<file path="src/rtl/wmt_pkg.sv">
// Package with register map, field layout and timing constants.
package wmt_pkg;

  // Register addresses in the special register space.
  localparam logic [7:0] MATCH_TIMER_CONTROL_ADDR = 8'hd2;
  localparam logic [7:0] WATCHDOG_CONTROL_ADDR = 8'hd3;
  localparam logic [7:0] WATCHDOG_COUNT_ADDR = 8'hfd;
  localparam logic [7:0] MATCH_REFERENCE_ADDR = 8'hd1;
  localparam logic [7:0] MATCH_COUNT_ADDR = 8'hd0;

  // Reset values.
  localparam logic [7:0] CONTROL_RESET = 8'h00;
  localparam logic [7:0] COUNT_RESET = 8'h00;
  localparam logic [7:0] REFERENCE_RESET = 8'hff;

  // Watchdog control fields.
  localparam int WD_SIG_HI = 7;
  localparam int WD_SIG_LO = 4;
  localparam int WD_SEL_HI = 3;
  localparam int WD_SEL_LO = 2;
  localparam int WD_CLR_COUNT_BIT = 1;
  localparam int WD_CLR_DIV_BIT = 0;
  localparam logic [3:0] WD_DISABLE_SIGNATURE = 4'ha;

  // Match timer control fields.
  localparam int MT_SEL_HI = 7;
  localparam int MT_SEL_LO = 6;
  localparam int MT_MODE_BIT = 4;
  localparam int MT_CLR_COUNT_BIT = 3;
  localparam int MT_IRQ_EN_BIT = 1;
  localparam int MT_PEND_BIT = 0;

  // Prescaler width and the tap bits of each divide ratio.
  localparam int DIV_WIDTH = 12;
  localparam int TAP_4096 = 11;
  localparam int TAP_1024 = 9;
  localparam int TAP_256 = 7;
  localparam int TAP_128 = 6;
  localparam int TAP_8 = 2;

  // Counter bits of interest.
  localparam int WD_STABLE_BIT = 4;
  localparam logic [7:0] COUNT_MAX = 8'hff;
  localparam logic [7:0] COUNT_ONE = 8'h01;

  // Clock select codes.
  typedef enum logic [1:0] {
    SEL_SLOW = 2'b00,
    SEL_MID = 2'b01,
    SEL_FAST = 2'b10,
    SEL_FAST_ALT = 2'b11
  } wmt_sel_t;

  // Register bus request carried as one struct.
  typedef struct packed {
    logic wr;
    logic rd;
    logic [7:0] addr;
    logic [7:0] wdata;
  } wmt_bus_t;

endpackage

</file>
<file path="src/rtl/wmt_prescaler.sv">
// Shared free-running divider of the oscillator clock with tick outputs.
`timescale 1ns/1ps
module wmt_prescaler (
  sys_clk,
  rst,
  clear,
  wd_sel,
  mt_sel,
  wd_tick,
  mt_tick
);
  import wmt_pkg::*;
  input wire logic sys_clk;
  input wire logic rst;
  input wire logic clear;
  input wire logic [1:0] wd_sel;
  input wire logic [1:0] mt_sel;
  output logic wd_tick;
  output logic mt_tick;

  logic [DIV_WIDTH-1:0] div;
  logic [DIV_WIDTH-1:0] next_div;
  logic [DIV_WIDTH-1:0] rise;
  logic next_wd_tick;
  logic next_mt_tick;

  // Divider advances each clock; a tick marks a rising divider bit.
  always_comb begin
    next_div = clear ? '0 : div + {{(DIV_WIDTH-1){1'b0}}, 1'b1};
    rise = next_div & ~div;
    case (wd_sel)
      SEL_SLOW: next_wd_tick = rise[TAP_4096];
      SEL_MID: next_wd_tick = rise[TAP_1024];
      default: next_wd_tick = rise[TAP_128];
    endcase
    case (mt_sel)
      SEL_SLOW: next_mt_tick = rise[TAP_4096];
      SEL_MID: next_mt_tick = rise[TAP_256];
      default: next_mt_tick = rise[TAP_8];
    endcase
  end

  // Registers only.
  always_ff @(posedge sys_clk) begin
    if (rst) begin
      div <= '0;
      wd_tick <= 1'b0;
      mt_tick <= 1'b0;
    end else begin
      div <= next_div;
      wd_tick <= next_wd_tick & ~clear;
      mt_tick <= next_mt_tick & ~clear;
    end
  end
endmodule

</file>
<file path="src/rtl/wmt_match_counter.sv">
// Eight-bit match timer counter with comparator and PWM output.
`timescale 1ns/1ps
module wmt_match_counter (
  sys_clk,
  rst,
  tick,
  clear,
  pwm_mode,
  reference,
  count,
  match,
  pwm_out
);
  import wmt_pkg::*;
  input wire logic sys_clk;
  input wire logic rst;
  input wire logic tick;
  input wire logic clear;
  input wire logic pwm_mode;
  input wire logic [7:0] reference;
  output logic [7:0] count;
  output logic match;
  output logic pwm_out;

  logic [7:0] next_count;
  logic next_match;
  logic next_pwm_out;

  // Count on each tick; interval mode clears on match, PWM wraps.
  always_comb begin
    next_count = count;
    next_match = 1'b0;
    if (clear) begin
      next_count = COUNT_RESET;
    end else if (tick) begin
      if (count == reference) begin
        next_match = 1'b1;
        next_count = pwm_mode ? count + COUNT_ONE : COUNT_RESET;
      end else begin
        next_count = count + COUNT_ONE;
      end
    end
    // Low while reference is at or below the count.
    next_pwm_out = pwm_mode ? (reference > next_count) : 1'b0;
  end

  // Registers only.
  always_ff @(posedge sys_clk) begin
    if (rst) begin
      count <= COUNT_RESET;
      match <= 1'b0;
      pwm_out <= 1'b0;
    end else begin
      count <= next_count;
      match <= next_match;
      pwm_out <= next_pwm_out;
    end
  end
endmodule

</file>
<file path="src/rtl/wmt_top.sv">
// Watchdog, stabilisation and match timers with their register file.
`timescale 1ns/1ps
module wmt_top (
  sys_clk,
  rst,
  bus,
  stop_release,
  rdata,
  watchdog_reset,
  stabilized,
  cpu_clock_enable,
  match_interrupt,
  pwm_out
);
  import wmt_pkg::*;
  input wire logic sys_clk;
  input wire logic rst;
  input wire wmt_pkg::wmt_bus_t bus;
  input wire logic stop_release;
  output logic [7:0] rdata;
  output logic watchdog_reset;
  output logic stabilized;
  output logic cpu_clock_enable;
  output logic match_interrupt;
  output logic pwm_out;

  logic [7:0] watchdog_control;
  logic [7:0] next_watchdog_control;
  logic [7:0] match_timer_control;
  logic [7:0] next_match_timer_control;
  logic [7:0] match_reference_value;
  logic [7:0] next_match_reference_value;
  logic [7:0] watchdog_count;
  logic [7:0] next_watchdog_count;
  logic [7:0] next_rdata;
  logic next_watchdog_reset;
  logic next_stabilized;
  logic next_match_interrupt;
  logic stop_meta;
  logic stop_sync;
  logic stop_prev;
  logic stabilizing;
  logic next_stabilizing;
  logic wd_write;
  logic mt_write;
  logic wd_tick;
  logic mt_tick;
  logic mt_match;
  logic mt_pwm;
  logic [7:0] mt_count;
  logic stop_edge;

  // Write strobes of the two control registers.
  assign wd_write = bus.wr && (bus.addr == WATCHDOG_CONTROL_ADDR);
  assign mt_write = bus.wr && (bus.addr == MATCH_TIMER_CONTROL_ADDR);
  assign stop_edge = stop_sync & ~stop_prev;

  // Shared divider with both clock multiplexers.
  wmt_prescaler u_prescaler (
    .sys_clk(sys_clk),
    .rst(rst),
    .clear(wd_write && bus.wdata[WD_CLR_DIV_BIT]),
    .wd_sel(watchdog_control[WD_SEL_HI:WD_SEL_LO]),
    .mt_sel(match_timer_control[MT_SEL_HI:MT_SEL_LO]),
    .wd_tick(wd_tick),
    .mt_tick(mt_tick)
  );

  // Match timer counter, comparator and PWM stage.
  wmt_match_counter u_match (
    .sys_clk(sys_clk),
    .rst(rst),
    .tick(mt_tick),
    .clear(mt_write && bus.wdata[MT_CLR_COUNT_BIT]),
    .pwm_mode(match_timer_control[MT_MODE_BIT]),
    .reference(match_reference_value),
    .count(mt_count),
    .match(mt_match),
    .pwm_out(mt_pwm)
  );

  // Control registers; clear bits are strobes and never stored.
  always_comb begin
    next_watchdog_control = watchdog_control;
    next_match_timer_control = match_timer_control;
    next_match_reference_value = match_reference_value;
    if (wd_write) begin
      next_watchdog_control = bus.wdata;
      next_watchdog_control[WD_CLR_COUNT_BIT] = 1'b0;
      next_watchdog_control[WD_CLR_DIV_BIT] = 1'b0;
    end
    if (mt_write) begin
      next_match_timer_control = bus.wdata;
      next_match_timer_control[MT_CLR_COUNT_BIT] = 1'b0;
      // Pending bit: software may only clear it.
      next_match_timer_control[MT_PEND_BIT] =
        match_timer_control[MT_PEND_BIT] & bus.wdata[MT_PEND_BIT];
    end
    if (bus.wr && (bus.addr == MATCH_REFERENCE_ADDR)) begin
      next_match_reference_value = bus.wdata;
    end
    // A match sets the pending flag and wins over a clear.
    if (mt_match) begin
      next_match_timer_control[MT_PEND_BIT] = 1'b1;
    end
  end

  // Watchdog count, overflow reset and stabilisation window.
  always_comb begin
    next_watchdog_count = watchdog_count;
    next_watchdog_reset = 1'b0;
    next_stabilizing = stabilizing;
    if (stop_edge) begin
      // Restart stabilisation with the preset clock select.
      next_watchdog_count = COUNT_RESET;
      next_stabilizing = 1'b1;
    end else if (wd_write && bus.wdata[WD_CLR_COUNT_BIT]) begin
      next_watchdog_count = COUNT_RESET;
    end else if (wd_tick) begin
      next_watchdog_count = watchdog_count + COUNT_ONE;
      if (watchdog_count == COUNT_MAX) begin
        // Overflow out of bit 7.
        next_watchdog_reset = watchdog_control[WD_SIG_HI:WD_SIG_LO]
          != WD_DISABLE_SIGNATURE;
      end
    end
    if (next_watchdog_count[WD_STABLE_BIT]) begin
      next_stabilizing = 1'b0;
    end
    next_stabilized = ~next_stabilizing;
  end

  // Read data mux; the watchdog count is visible but never written.
  always_comb begin
    case (bus.addr)
      WATCHDOG_CONTROL_ADDR: next_rdata = watchdog_control;
      MATCH_TIMER_CONTROL_ADDR: next_rdata = match_timer_control;
      MATCH_REFERENCE_ADDR: next_rdata = match_reference_value;
      WATCHDOG_COUNT_ADDR: next_rdata = watchdog_count;
      MATCH_COUNT_ADDR: next_rdata = mt_count;
      default: next_rdata = 8'h00;
    endcase
    if (!bus.rd) begin
      next_rdata = 8'h00;
    end
  end

  // Interrupt request is the enabled pending flag.
  always_comb begin
    next_match_interrupt = next_match_timer_control[MT_IRQ_EN_BIT]
      & next_match_timer_control[MT_PEND_BIT];
  end

  // Registers only.
  always_ff @(posedge sys_clk) begin
    if (rst) begin
      watchdog_control <= CONTROL_RESET;
      match_timer_control <= CONTROL_RESET;
      match_reference_value <= REFERENCE_RESET;
      watchdog_count <= COUNT_RESET;
      stabilizing <= 1'b1;
      stabilized <= 1'b0;
      cpu_clock_enable <= 1'b0;
      watchdog_reset <= 1'b0;
      match_interrupt <= 1'b0;
      rdata <= 8'h00;
      pwm_out <= 1'b0;
      stop_meta <= 1'b0;
      stop_sync <= 1'b0;
      stop_prev <= 1'b0;
    end else begin
      watchdog_control <= next_watchdog_control;
      match_timer_control <= next_match_timer_control;
      match_reference_value <= next_match_reference_value;
      watchdog_count <= next_watchdog_count;
      stabilizing <= next_stabilizing;
      stabilized <= next_stabilized;
      cpu_clock_enable <= next_stabilized;
      watchdog_reset <= next_watchdog_reset;
      match_interrupt <= next_match_interrupt;
      rdata <= next_rdata;
      pwm_out <= mt_pwm;
      stop_meta <= stop_release;
      stop_sync <= stop_meta;
      stop_prev <= stop_sync;
    end
  end
endmodule

</file>
<file path="config.mk">
export PLATFORM = sky130hd
export DESIGN_NAME = wmt_top
export DESIGN_NICKNAME = d
export VERILOG_FILES = /design/src/rtl/wmt_pkg.sv /design/src/rtl/wmt_prescaler.sv /design/src/rtl/wmt_match_counter.sv /design/src/rtl/wmt_top.sv
export SDC_FILE = /design/constraint.sdc
export NUM_CORES = 1
export LEC_CHECK = 0
export BUFFER_PORTS_ARGS = -buffer_cell sky130_fd_sc_hd__buf_2
export CAP_MARGIN = 0
export CORE_ASPECT_RATIO = 0.9
export CORE_MARGIN = 2
export CORE_UTILIZATION = 61
export DETAILED_ROUTE_END_ITERATION = 10
export MAX_ROUTING_LAYER = met4
export PLACE_DENSITY_LB_ADDON = 0.3
export SYNTH_ARGS = -nofsm -noshare
export SYNTH_HDL_FRONTEND = slang
export SYNTH_SLANG_ARGS = --single-unit
</file>
<file path="constraint.sdc">
create_clock -name sys_clk -period 5 [get_ports sys_clk]
set_input_delay 0.75 -clock sys_clk [delete_from_list [all_inputs] [get_ports sys_clk]]
set_output_delay 0.75 -clock sys_clk [all_outputs]
set_load 0.005 [all_outputs]
</file>
Word-level counts from Yosys, hierarchy flattened
Cells that the tools add are included.
{"block": "totals", "regBits": 69, "inputBits": 21, "elab_cells": 79}
{"block": "op_classes", "addsub": 3, "order_cmp": 1, "n_eq_ne": 10, "n_mux": 16, "bitwise_logic": 15, "reduce_logical": 13}
{"cell": "$eq A8 B8 Y1 const B", "n": 6}
{"cell": "$pmux W8 S5", "n": 1}
{"cell": "$mux W8", "n": 4}
{"cell": "$add A8 B1 Y8 const B", "n": 2}
{"cell": "$mux W5", "n": 3}
{"cell": "$add A12 B1 Y12 const B", "n": 1}
{"cell": "$and A12 B12 Y12", "n": 1}
{"cell": "$mux W12", "n": 1}
{"cell": "$not A12 Y12", "n": 1}
{"cell": "$eq A8 B8 Y1", "n": 1}
{"cell": "$gt A8 B8 Y1", "n": 1}
{"cell": "$not A1 Y1", "n": 8}
{"cell": "$logic_and A1 B1 Y1", "n": 6}
{"cell": "$reduce_or A3 Y1", "n": 2}
{"cell": "$and A1 B1 Y1", "n": 5}
{"cell": "$reduce_or A5 Y1", "n": 1}
{"cell": "$eq A2 B1 Y1 const B", "n": 2}
{"cell": "$logic_not A2 Y1", "n": 2}
{"cell": "$mux W1", "n": 4}
{"cell": "$ne A4 B4 Y1 const B", "n": 1}
{"cell": "$pmux W1 S2", "n": 2}
{"cell": "$reduce_or A2 Y1", "n": 2}
{"cell": "$mux W2", "n": 1}

Logic depth before layout (Yosys ltp)
Gate-level depths: netlist of the first run.
{"block": "logic_depth", "word_depth": 7, "ltp_mapped": 10, "ltp_nobuf": 9}

Modules after synthesis
A second synthesis of the first run with hierarchy kept.
{"block": "unflattened", "cells_unflattened": 356, "hier_area_um2": 3367.0}
{"module": "wmt_top", "n_inst": 1, "cells_per_inst": 199, "area_each_um2": 1944.4, "seq_area_each_um2": 900.9}
{"module": "wmt_match_counter", "n_inst": 1, "cells_per_inst": 85, "area_each_um2": 752.0, "seq_area_each_um2": 200.2}
{"module": "wmt_prescaler", "n_inst": 1, "cells_per_inst": 72, "area_each_um2": 670.6, "seq_area_each_um2": 280.3}

Least setup slack after synthesis of the first run
No wires, ideal clock.
{"block": "synth_path", "kind": "input -> register", "from": "in bus[9] (netlist name)", "to": "reg u_match.pwm_out", "setup_time_ps": 122, "t_arrival_ps": 2310, "required_time_ps": 4878, "setup_slack_ps": 2569, "cell_stages": 9, "path_buffers": 1, "cell_sequence": "buf_4 -> nor2b_1 -> nand4_1 -> nand3_1 -> ha_1 -> nor2b_1 -> o21a_1 -> o21ai_0 -> a21oi_1"}
{"block": "synth_via", "elab_chain_cells": 5}
{"element": "start, declared", "line_no": "wmt_top.sv:18", "rtl": "input wire wmt_pkg::wmt_bus_t bus;"}
{"element": "$eq A8 B8 Y1", "line_no": "wmt_top.sv:55", "rtl": "assign mt_write = bus.wr && (bus.addr == MATCH_TIMER_CONTROL_ADDR);"}
{"element": "$logic_and A1 B1 Y1", "line_no": "wmt_top.sv:55"}
{"element": "$logic_and A1 B1 Y1", "line_no": "wmt_top.sv:74", "rtl": ".clear(mt_write && bus.wdata[MT_CLR_COUNT_BIT]),"}
{"element": "$mux W8", "line_no": "wmt_match_counter.sv:33", "rtl": "if (clear) begin"}
{"element": "$gt A8 B8 Y1", "line_no": "wmt_match_counter.sv:44", "rtl": "next_pwm_out = pwm_mode ? (reference > next_count) : 1'b0;"}
{"element": "end signal, assigned", "line_no": "wmt_match_counter.sv:56", "rtl": "pwm_out <= next_pwm_out;"}
{"element": "end, declared", "line_no": "wmt_match_counter.sv:23", "rtl": "output logic pwm_out;"}
Every way passes these cells.
A chain may end at the register's enable or synchronous reset.

Worst setup path in the final report of the first run
Same ends and word-level chain as after synthesis.

==> run metrics, run 1 <==
setup_tns 0 ns; Final nets 430; fraction of layout cells with a size suffix above 1 12.4%; Critical Path Max Stage Delay 0.41 ns; Syn-to-layout area delta 10.0%; syn nets 403; first-pass GRT wire length 11.5 mm; Buf/Inv on CP 1; final antenna-violating net count 0; cts hold-fix bufs 0; number of I/O pins 34; worst path arrival time 2.87 ns; final core occ 69.5%; Top Family by Delay on Critical Path simple AND/OR/NAND/NOR gates; Inst Count DP 454; Synth Warn # 0; crit path max fanout 19; worst skew pair latency 0.35 ns; H-tree levels 3; Clk pwr share 39.0%; Mean Syn Cell Area 8.89 µm²; max cap viols 0; GR Util met3 7.86%; Total GRT Usage 26.8%; filler cell count 421; RSZ-0062 raised after global routing no; CTS tree done; Hold Fails Final Rpt 0; CTS Buffer Depth 2; Pre-Repair DR Iteration Count 4; Logic pwr share 4.8%; CP cell instances buf_2 -> nor2b_1 -> nand4_1 -> nand3_1 -> ha_1 -> nor2b_1 -> o21a_1 -> o21ai_0 -> a21oi_1; Hold Crit Class reg2reg; gr ovfl total 0; Setup Viol. Count Final 0; clock root buffer clkbuf_8; Synth cell types 43; CP required 5.24 ns; starting DRC count in detailed routing 208; # rows 25; status finished clean; Worst Clk Skew 0.00946 ns; post-CTS setup buffers 0; Initial Utilization 63.2%; worst slew pin tran 0.697 ns; vias in the first global route 2413; DP HPWL 5.33 mm; clock sinks 69; register area share after synthesis 41.9%; Clk pin slew, worst setup/hold paths 0.07 ns; final std cells w/o fill 469; #FFs+latches synth 69; GR Util met2 39.7%; post-route clock period utilization 52.6%; RePlAce Congestion 0.905; Leakage 1.47 nW; residual DRC count 0; die width 81.5 µm; cell internal pwr 759 µW; worst hold slack 0.452 ns; via count 2745; Most common cell on crit path nor2b_1; Vias/cell 5.85; Max transition margin 53.3%; n_diodes 0; VDD IR max 0.205 mV; largest net degree at the start of global routing 34; sequential power share 56.2%; Net Switching 229 µW; cts bufs inserted 9; # resized after CTS 0; fin. max-slew vios 0; Worst path slowest cell nand4_1; Synth Cell Area 0.00330 mm²; area of the multi-input gates 0.00182 mm²; Tmin final 2.63 ns; number of port buffers 33; initial antenna violation count 0; layer with the highest usage met2; Register Area 0.00138 mm²; CP Class in2reg; crit path capture type flop; fmax 0.380 GHz; routing usage on met1 34.0%; wire per inst 15.6 µm; Mapped Cells 371; Die Ht 73.8 µm; pwr/cell area 272 mW/mm²; die area 0.00601 mm²; startpoint types primary input; Sw Ratio 23.2%; Core Footprint 0.00522 mm²; routed wire length 7.31 mm
final timing paths:
kind / startpoint / to / slack (ns) / cells after the start
worst min-delay path: stop_meta / stop_sync / 0.45 / 1
worst max register to register: u_match.count[5] / u_match.pwm_out / 2.42 / 9
worst max-delay path: bus[9] / u_match.pwm_out / 2.37 / 9
worst min register to register: stop_meta / stop_sync / 0.45 / 1
worst register-to-register path: stages, from the launching register on:
cell     delay (ns)
dfxtp_1        0.44
xor2_1         0.11
nor4_1         0.35
nand4_1        0.54
nand3_1        0.25
ha_1           0.27
nor2b_1        0.14
o21a_1         0.16
o21ai_0        0.13
a21oi_1        0.08
sequential cells by signal, summed over array words and instances (netlist names), 6 cells and up:
signal / flops
match_timer_control: 7
rdata: 8
u_prescaler.div: 12
watchdog_count: 8
watchdog_control: 6
match_reference_value: 8
u_match.count: 8
through the flow:
step                power, mW  setup WS [ns]  area [µm²]
global route             1.02           2.13        3630
detailed placement      0.615           2.04        3470
CTS                     0.996           2.42        3630
finish                  0.988           2.37        3630
global placement        0.614           2.14        3470
floorplan               0.598           2.57        3300
power groups by stage:
stage | clock network (mW) | logic, mW | registers (mW)
after global placement | 0 | 0.0461 | 0.568
after global routing | 0.415 | 0.0517 | 0.556
final | 0.385 | 0.0474 | 0.556
after floorplan | 0 | 0.0302 | 0.568
after detailed placement | 0 | 0.0465 | 0.568
after CTS | 0.393 | 0.0470 | 0.556
layout by cell type, fill, tap and decap left out, types with 8 or more instances in the layout:
| cell | n |
|---|---|
| xor2_1 | 19 |
| a21oi_1 | 26 |
| xnor2_1 | 13 |
| ha_1 | 11 |
| nand4_1 | 14 |
| nor2_1 | 43 |
| nand2_1 | 26 |
| buf_2 | 33 |
| dfxtp_1 | 69 |
| nor3_1 | 19 |
| mux2i_1 | 19 |
| and3b_1 | 8 |
| nand3_1 | 18 |
| clkbuf_8 | 10 |
| nor2b_1 | 8 |
cell families (layout without fill, tap and decap cells):
group	after synthesis	count (layout)	share of synthesized area (%)
and+or+nand+nor	166	166	27.0
DFF	69	69	41.9
AOI/OAI and AO/OA	49	49	9.06
xor gates and xnor gates	32	32	8.49
buffers and inverters	23	54	3.00
muxes	21	21	6.45
adders and majority gates	11	11	4.17
cell usage after synthesis (all sizes together):
library cell / instances / area (µm²)
nor2: 43 / 161
and2: 4 / 25.0
a22o: 1 / 8.76
inv: 6 / 22.5
a21o: 1 / 7.51
or3: 2 / 12.5
dfxtp: 69 / 1380
o31ai: 1 / 7.51
xnor2: 13 / 114
nor2b: 8 / 50.1
o21ai: 7 / 38.8
nor4: 4 / 25.0
nand2: 26 / 97.6
and4b: 1 / 10.0
o2111ai: 2 / 17.5
nor3: 20 / 111
ha: 11 / 138
nand4: 15 / 109
and4: 4 / 35.0
and3b: 8 / 70.1
nand2b: 1 / 6.26
nand3: 18 / 90.1
mux2i: 19 / 190
and3: 7 / 43.8
clkbuf: 10 / 37.5
nor4bb: 1 / 10.0
a211oi: 1 / 7.51
nand4b: 2 / 17.5
a32oi: 1 / 8.76
mux2: 2 / 22.5
a21oi: 26 / 130
buf: 7 / 38.8
o211ai: 1 / 7.51
o21a: 2 / 15.0
a31oi: 1 / 6.26
o2bb2ai: 5 / 43.8
nand3b: 2 / 15.0
xor2: 19 / 166
area by class of cell:
type,instances,area share [%]
sequential,69,38.0
multi-input combinational,279,50.1
clock buffer,13,4.10
clock inverter,2,0.276
inverter,6,0.620
tap,67,2.31
timing repair buffer,33,4.55
metal layers:
layer  vias to the layer above  wire (µm)
met5                         -          0
met4                         0        121
met3                        14        475
met2                        95       3310
met1                      1268       3400
li1                       1368          -
Power figures use the tool's default switching activity.
==> inputs of run 2 (changes only) <==
Settings changed: ABC_AREA from default to 1, CORE_UTILIZATION 61 to 53.
Clock period 5 ns to 2.3 ns, I/O delays scaled along.
==> run metrics, run 2 <==
Synth Area in Adders 4.15% (was 4.17%); RSZ-0062 raised after global routing no (unchanged); setup_tns 0 ns (unchanged); pwr/cell area 633 mW/mm² (was 272 mW/mm²); final antenna-violating net count 0 (unchanged); H-tree levels 3 (unchanged); Vias/cell 5.34 (was 5.85); RePlAce Congestion 0.904 (was 0.905); number of synthesized flops with an enable pin 0 (unchanged); Tmin final 2.12 ns; CTS Buffer Depth 2 (unchanged); Synth Warn # 0 (unchanged); number of I/O pins 34 (unchanged); die width 87.4 µm (was 81.5 µm); commonest cells in the synthesized netlist 78 x nor2_1, 73 x nand2_1, 69 x dfxtp_1, 52 x inv_1, 32 x nand3_1 (was 69 x dfxtp_1, 43 x nor2_1, 26 x a21oi_1, 26 x nand2_1); starting DRC count in detailed routing 278 (was 208); Hold Crit Class in2reg (was reg2reg); cts hold-fix bufs 0 (unchanged); clock sinks 69 (unchanged); most common library cell in the layout ignoring fill and taps nor2_1 (was dfxtp_1); worst reg2reg endpoint u_match.pwm_out (unchanged); mux share of post-synthesis cell area 0% (was 6.45%); most frequent cells in the layout 77 x nor2_1, 73 x nand2_1, 69 x dfxtp_1, 52 x inv_1, 33 x buf_2 (was 69 x dfxtp_1, 43 x nor2_1, 33 x buf_2, 26 x nand2_1, 26 x a21oi_1); most numerous cell in the Yosys netlist nor2_1 (was dfxtp_1); Inst Count DP 551 (was 454); Mapped Cells 449 (was 371); DP HPWL 6.10 mm (was 5.33 mm); pre-CTS WS 0.154 ns (was 2.04 ns); Reg2Reg Depth 12 (was 9); Total GRT Usage 25.7% (was 26.8%); Worst Clk Skew 0.00557 ns (was 0.00946 ns); CTS tree done (unchanged); asr flop ratio synth 0% (unchanged); Synth area leaders dfxtp_1 42%, nor2_1 8.8%, nand2_1 8.3% (was dfxtp_1 42%, mux2i_1 5.8%, xor2_1 5.0%); crit path capture type flop (unchanged); Setup Viol. Count Final 0 (unchanged); worst skew pair latency 0.35 ns (about the same); crit path max fanout 4 (was 19); residual DRC count 0 (unchanged); worst slew pin tran 0.426 ns (was 0.697 ns); #FFs+latches synth 69 (unchanged); Synth cell types 34 (was 43); hold path depth 3 (was 1); startpoint types flop (was primary input); Initial Utilization 54.5% (was 63.2%); filler cell count 532 (was 421); first-pass GRT wire length 13.2 mm (was 11.5 mm); Largest register FFs 12 (unchanged); VDD IR max 0.403 mV (was 0.205 mV); Syn-to-layout area delta 14.5% (was 10.0%); layer with the highest usage met2 (unchanged); routed wire length 8.03 mm (was 7.31 mm); final std cells w/o fill 567 (was 469); routing usage on met1 34.2% (was 34.0%); Leakage 1.59 nW (was 1.47 nW); Hold Fails Final Rpt 0 (unchanged); Endpoint, Worst Hold stop_meta (was stop_sync); number of port buffers 33 (unchanged); worst reg2reg path startpoint u_match.count[0] (was u_match.count[5]); gr ovfl total 0 (unchanged); Final nets 522 (was 430); die area 0.00691 mm² (was 0.00601 mm²); n_diodes 0 (unchanged); post-CTS setup buffers 0 (unchanged); GR Util met2 38.8% (was 39.7%); fraction of layout cells with a size suffix above 1 15.8% (was 12.4%); Most used DFF post-synth dfxtp_1 (unchanged); post-synthesis compound-gate area fraction 11.2% (was 9.06%); CP required 2.54 ns (was 5.24 ns); Biggest register u_prescaler.div (unchanged); Max transition margin 71.5% (was 53.3%); initial antenna violation count 0 (unchanged); CP Class reg2reg (was in2reg); GR Util met3 6.96% (was 7.86%); clock root buffer clkbuf_8 (unchanged); via count 3029 (was 2745); register area share after synthesis 41.7% (was 41.9%); Synth Cell Area 0.00332 mm² (was 0.00330 mm²); fin. max-slew vios 0 (unchanged); fmax 0.471 GHz; wire per inst 14.2 µm (was 15.6 µm); status finished clean (unchanged); # rows 27 (was 25); Worst Hold Launch stop_release (was stop_meta); largest family of logic cells by synthesized area simple AND/OR/NAND/NOR gates (unchanged); syn nets 481 (was 403); flop-to-flop setup slack 0.18 ns (was 2.42 ns); vias in the first global route 2833 (was 2413); Post-Synth XOR/XNOR Area 4.49% (was 8.49%); cts bufs inserted 9 (unchanged); Core Footprint 0.00608 mm² (was 0.00522 mm²); Clk pin slew, worst setup/hold paths 0.08 ns (was 0.07 ns); Die Ht 79.0 µm (was 73.8 µm); worst setup margin 0.178 ns (was 2.37 ns); post-route clock period utilization 92.2%; Post-Synth Simple-Gate Area 30.1% (was 27.0%); leading area contributor after synthesis dfxtp_1 (unchanged); largest net degree at the start of global routing 22 (was 34); max cap viols 0 (unchanged); Synth top area share 41.7% (was 41.9%); Pre-Repair DR Iteration Count 5 (was 4); Mean Syn Cell Area 7.38 µm² (was 8.89 µm²); worst path arrival time 2.37 ns (was 2.87 ns); worst hold slack 0.207 ns (was 0.452 ns)
run 2: cell count changes after synthesis, sizes merged, moves of 9 or more:
cell and delta:
o21ai +13, nand2 +53, nor3 -13, nand3 +16, mux2i -19, inv +49, xor2 -11, o211ai +9
nor2 +41
run 2: final cells by class:
class | count | area (µm²) | area share, %
Tap cell | 72 | 90.1 | 2.37
Clock buffer | 9 | 124 | 3.26
Clock inverter | 7 | 98.8 | 2.60
Timing Repair Buffer | 41 | 225 | 5.93
Sequential cell | 69 | 1380 | 36.4
Inverter | 55 | 206 | 5.44
Multi-Input combinational cell | 314 | 1670 | 44.0
run 2: power by group:
group	switching, mW	internal, mW
Clock	0.484	0.615
Combinational	0.0649	0.0310
Sequential	0.00557	1.20
run 2: timing repair:
item,4_1_cts,5_1_grt
hold endpoints to repair,0,0
gates resized for setup,0,3
setup endpoints to repair,0,1
run 2: how the worst max path moves through the flow:
stage | start | to | slack [ns] | depth (start not counted)
2_1_floorplan | bus[14] | u_match.pwm_out | 0.42 | 13
3_3_place_gp | bus[10] | u_match.pwm_out | 0.26 | 15
3_5_place_dp | bus[10] | u_match.pwm_out | 0.15 | 13
4_1_cts | u_match.count[0] | u_match.pwm_out | 0.13 | 12
5_1_grt | u_prescaler.mt_tick | u_match.pwm_out | 0.02 | 11
6_report | u_match.count[0] | u_match.pwm_out | 0.18 | 12
run 2: worst max-delay path, stage by stage (launching register included):
cell and delay (ns):
dfxtp_1 0.40, ha_1 0.22, nand2_1 0.08, nor2_2 0.13, nand3_1 0.11, xor2_1 0.16, nand3b_1 0.20, ha_1 0.32
nand2_1 0.06, nor2_1 0.14, nand3_1 0.09, nand3_1 0.07, a21oi_1 0.04
run 2: cells by family (layout without fill, tap and decap cells):
family | count (synthesis) | count (layout)
AOI/OAI and AO/OA | 66 | 66
adders and majority gates | 11 | 11
buffers and inverters | 66 | 112
xor gates and xnor gates | 17 | 17
and+or+nand+nor | 220 | 220
DFF | 69 | 69
run 2: per-layer routing:
metal | up-vias | routed length (µm)
met5 | - | 0
met4 | 0 | 81
met3 | 10 | 517
met2 | 109 | 3670
met1 | 1363 | 3760
li1 | 1547 | -
run 2: metrics by stage:
| step | util (%) | cell area (µm²) | total power [mW] |
|---|---|---|---|
| floorplan | - | 3320 | 1.29 |
| global placement | 58.5 | 3560 | 1.33 |
| detailed placement | 58.5 | 3560 | 1.33 |
| CTS | 62.2 | 3780 | 2.42 |
| global route | 62.4 | 3790 | 2.49 |
| finish | 62.4 | 3790 | 2.40 |
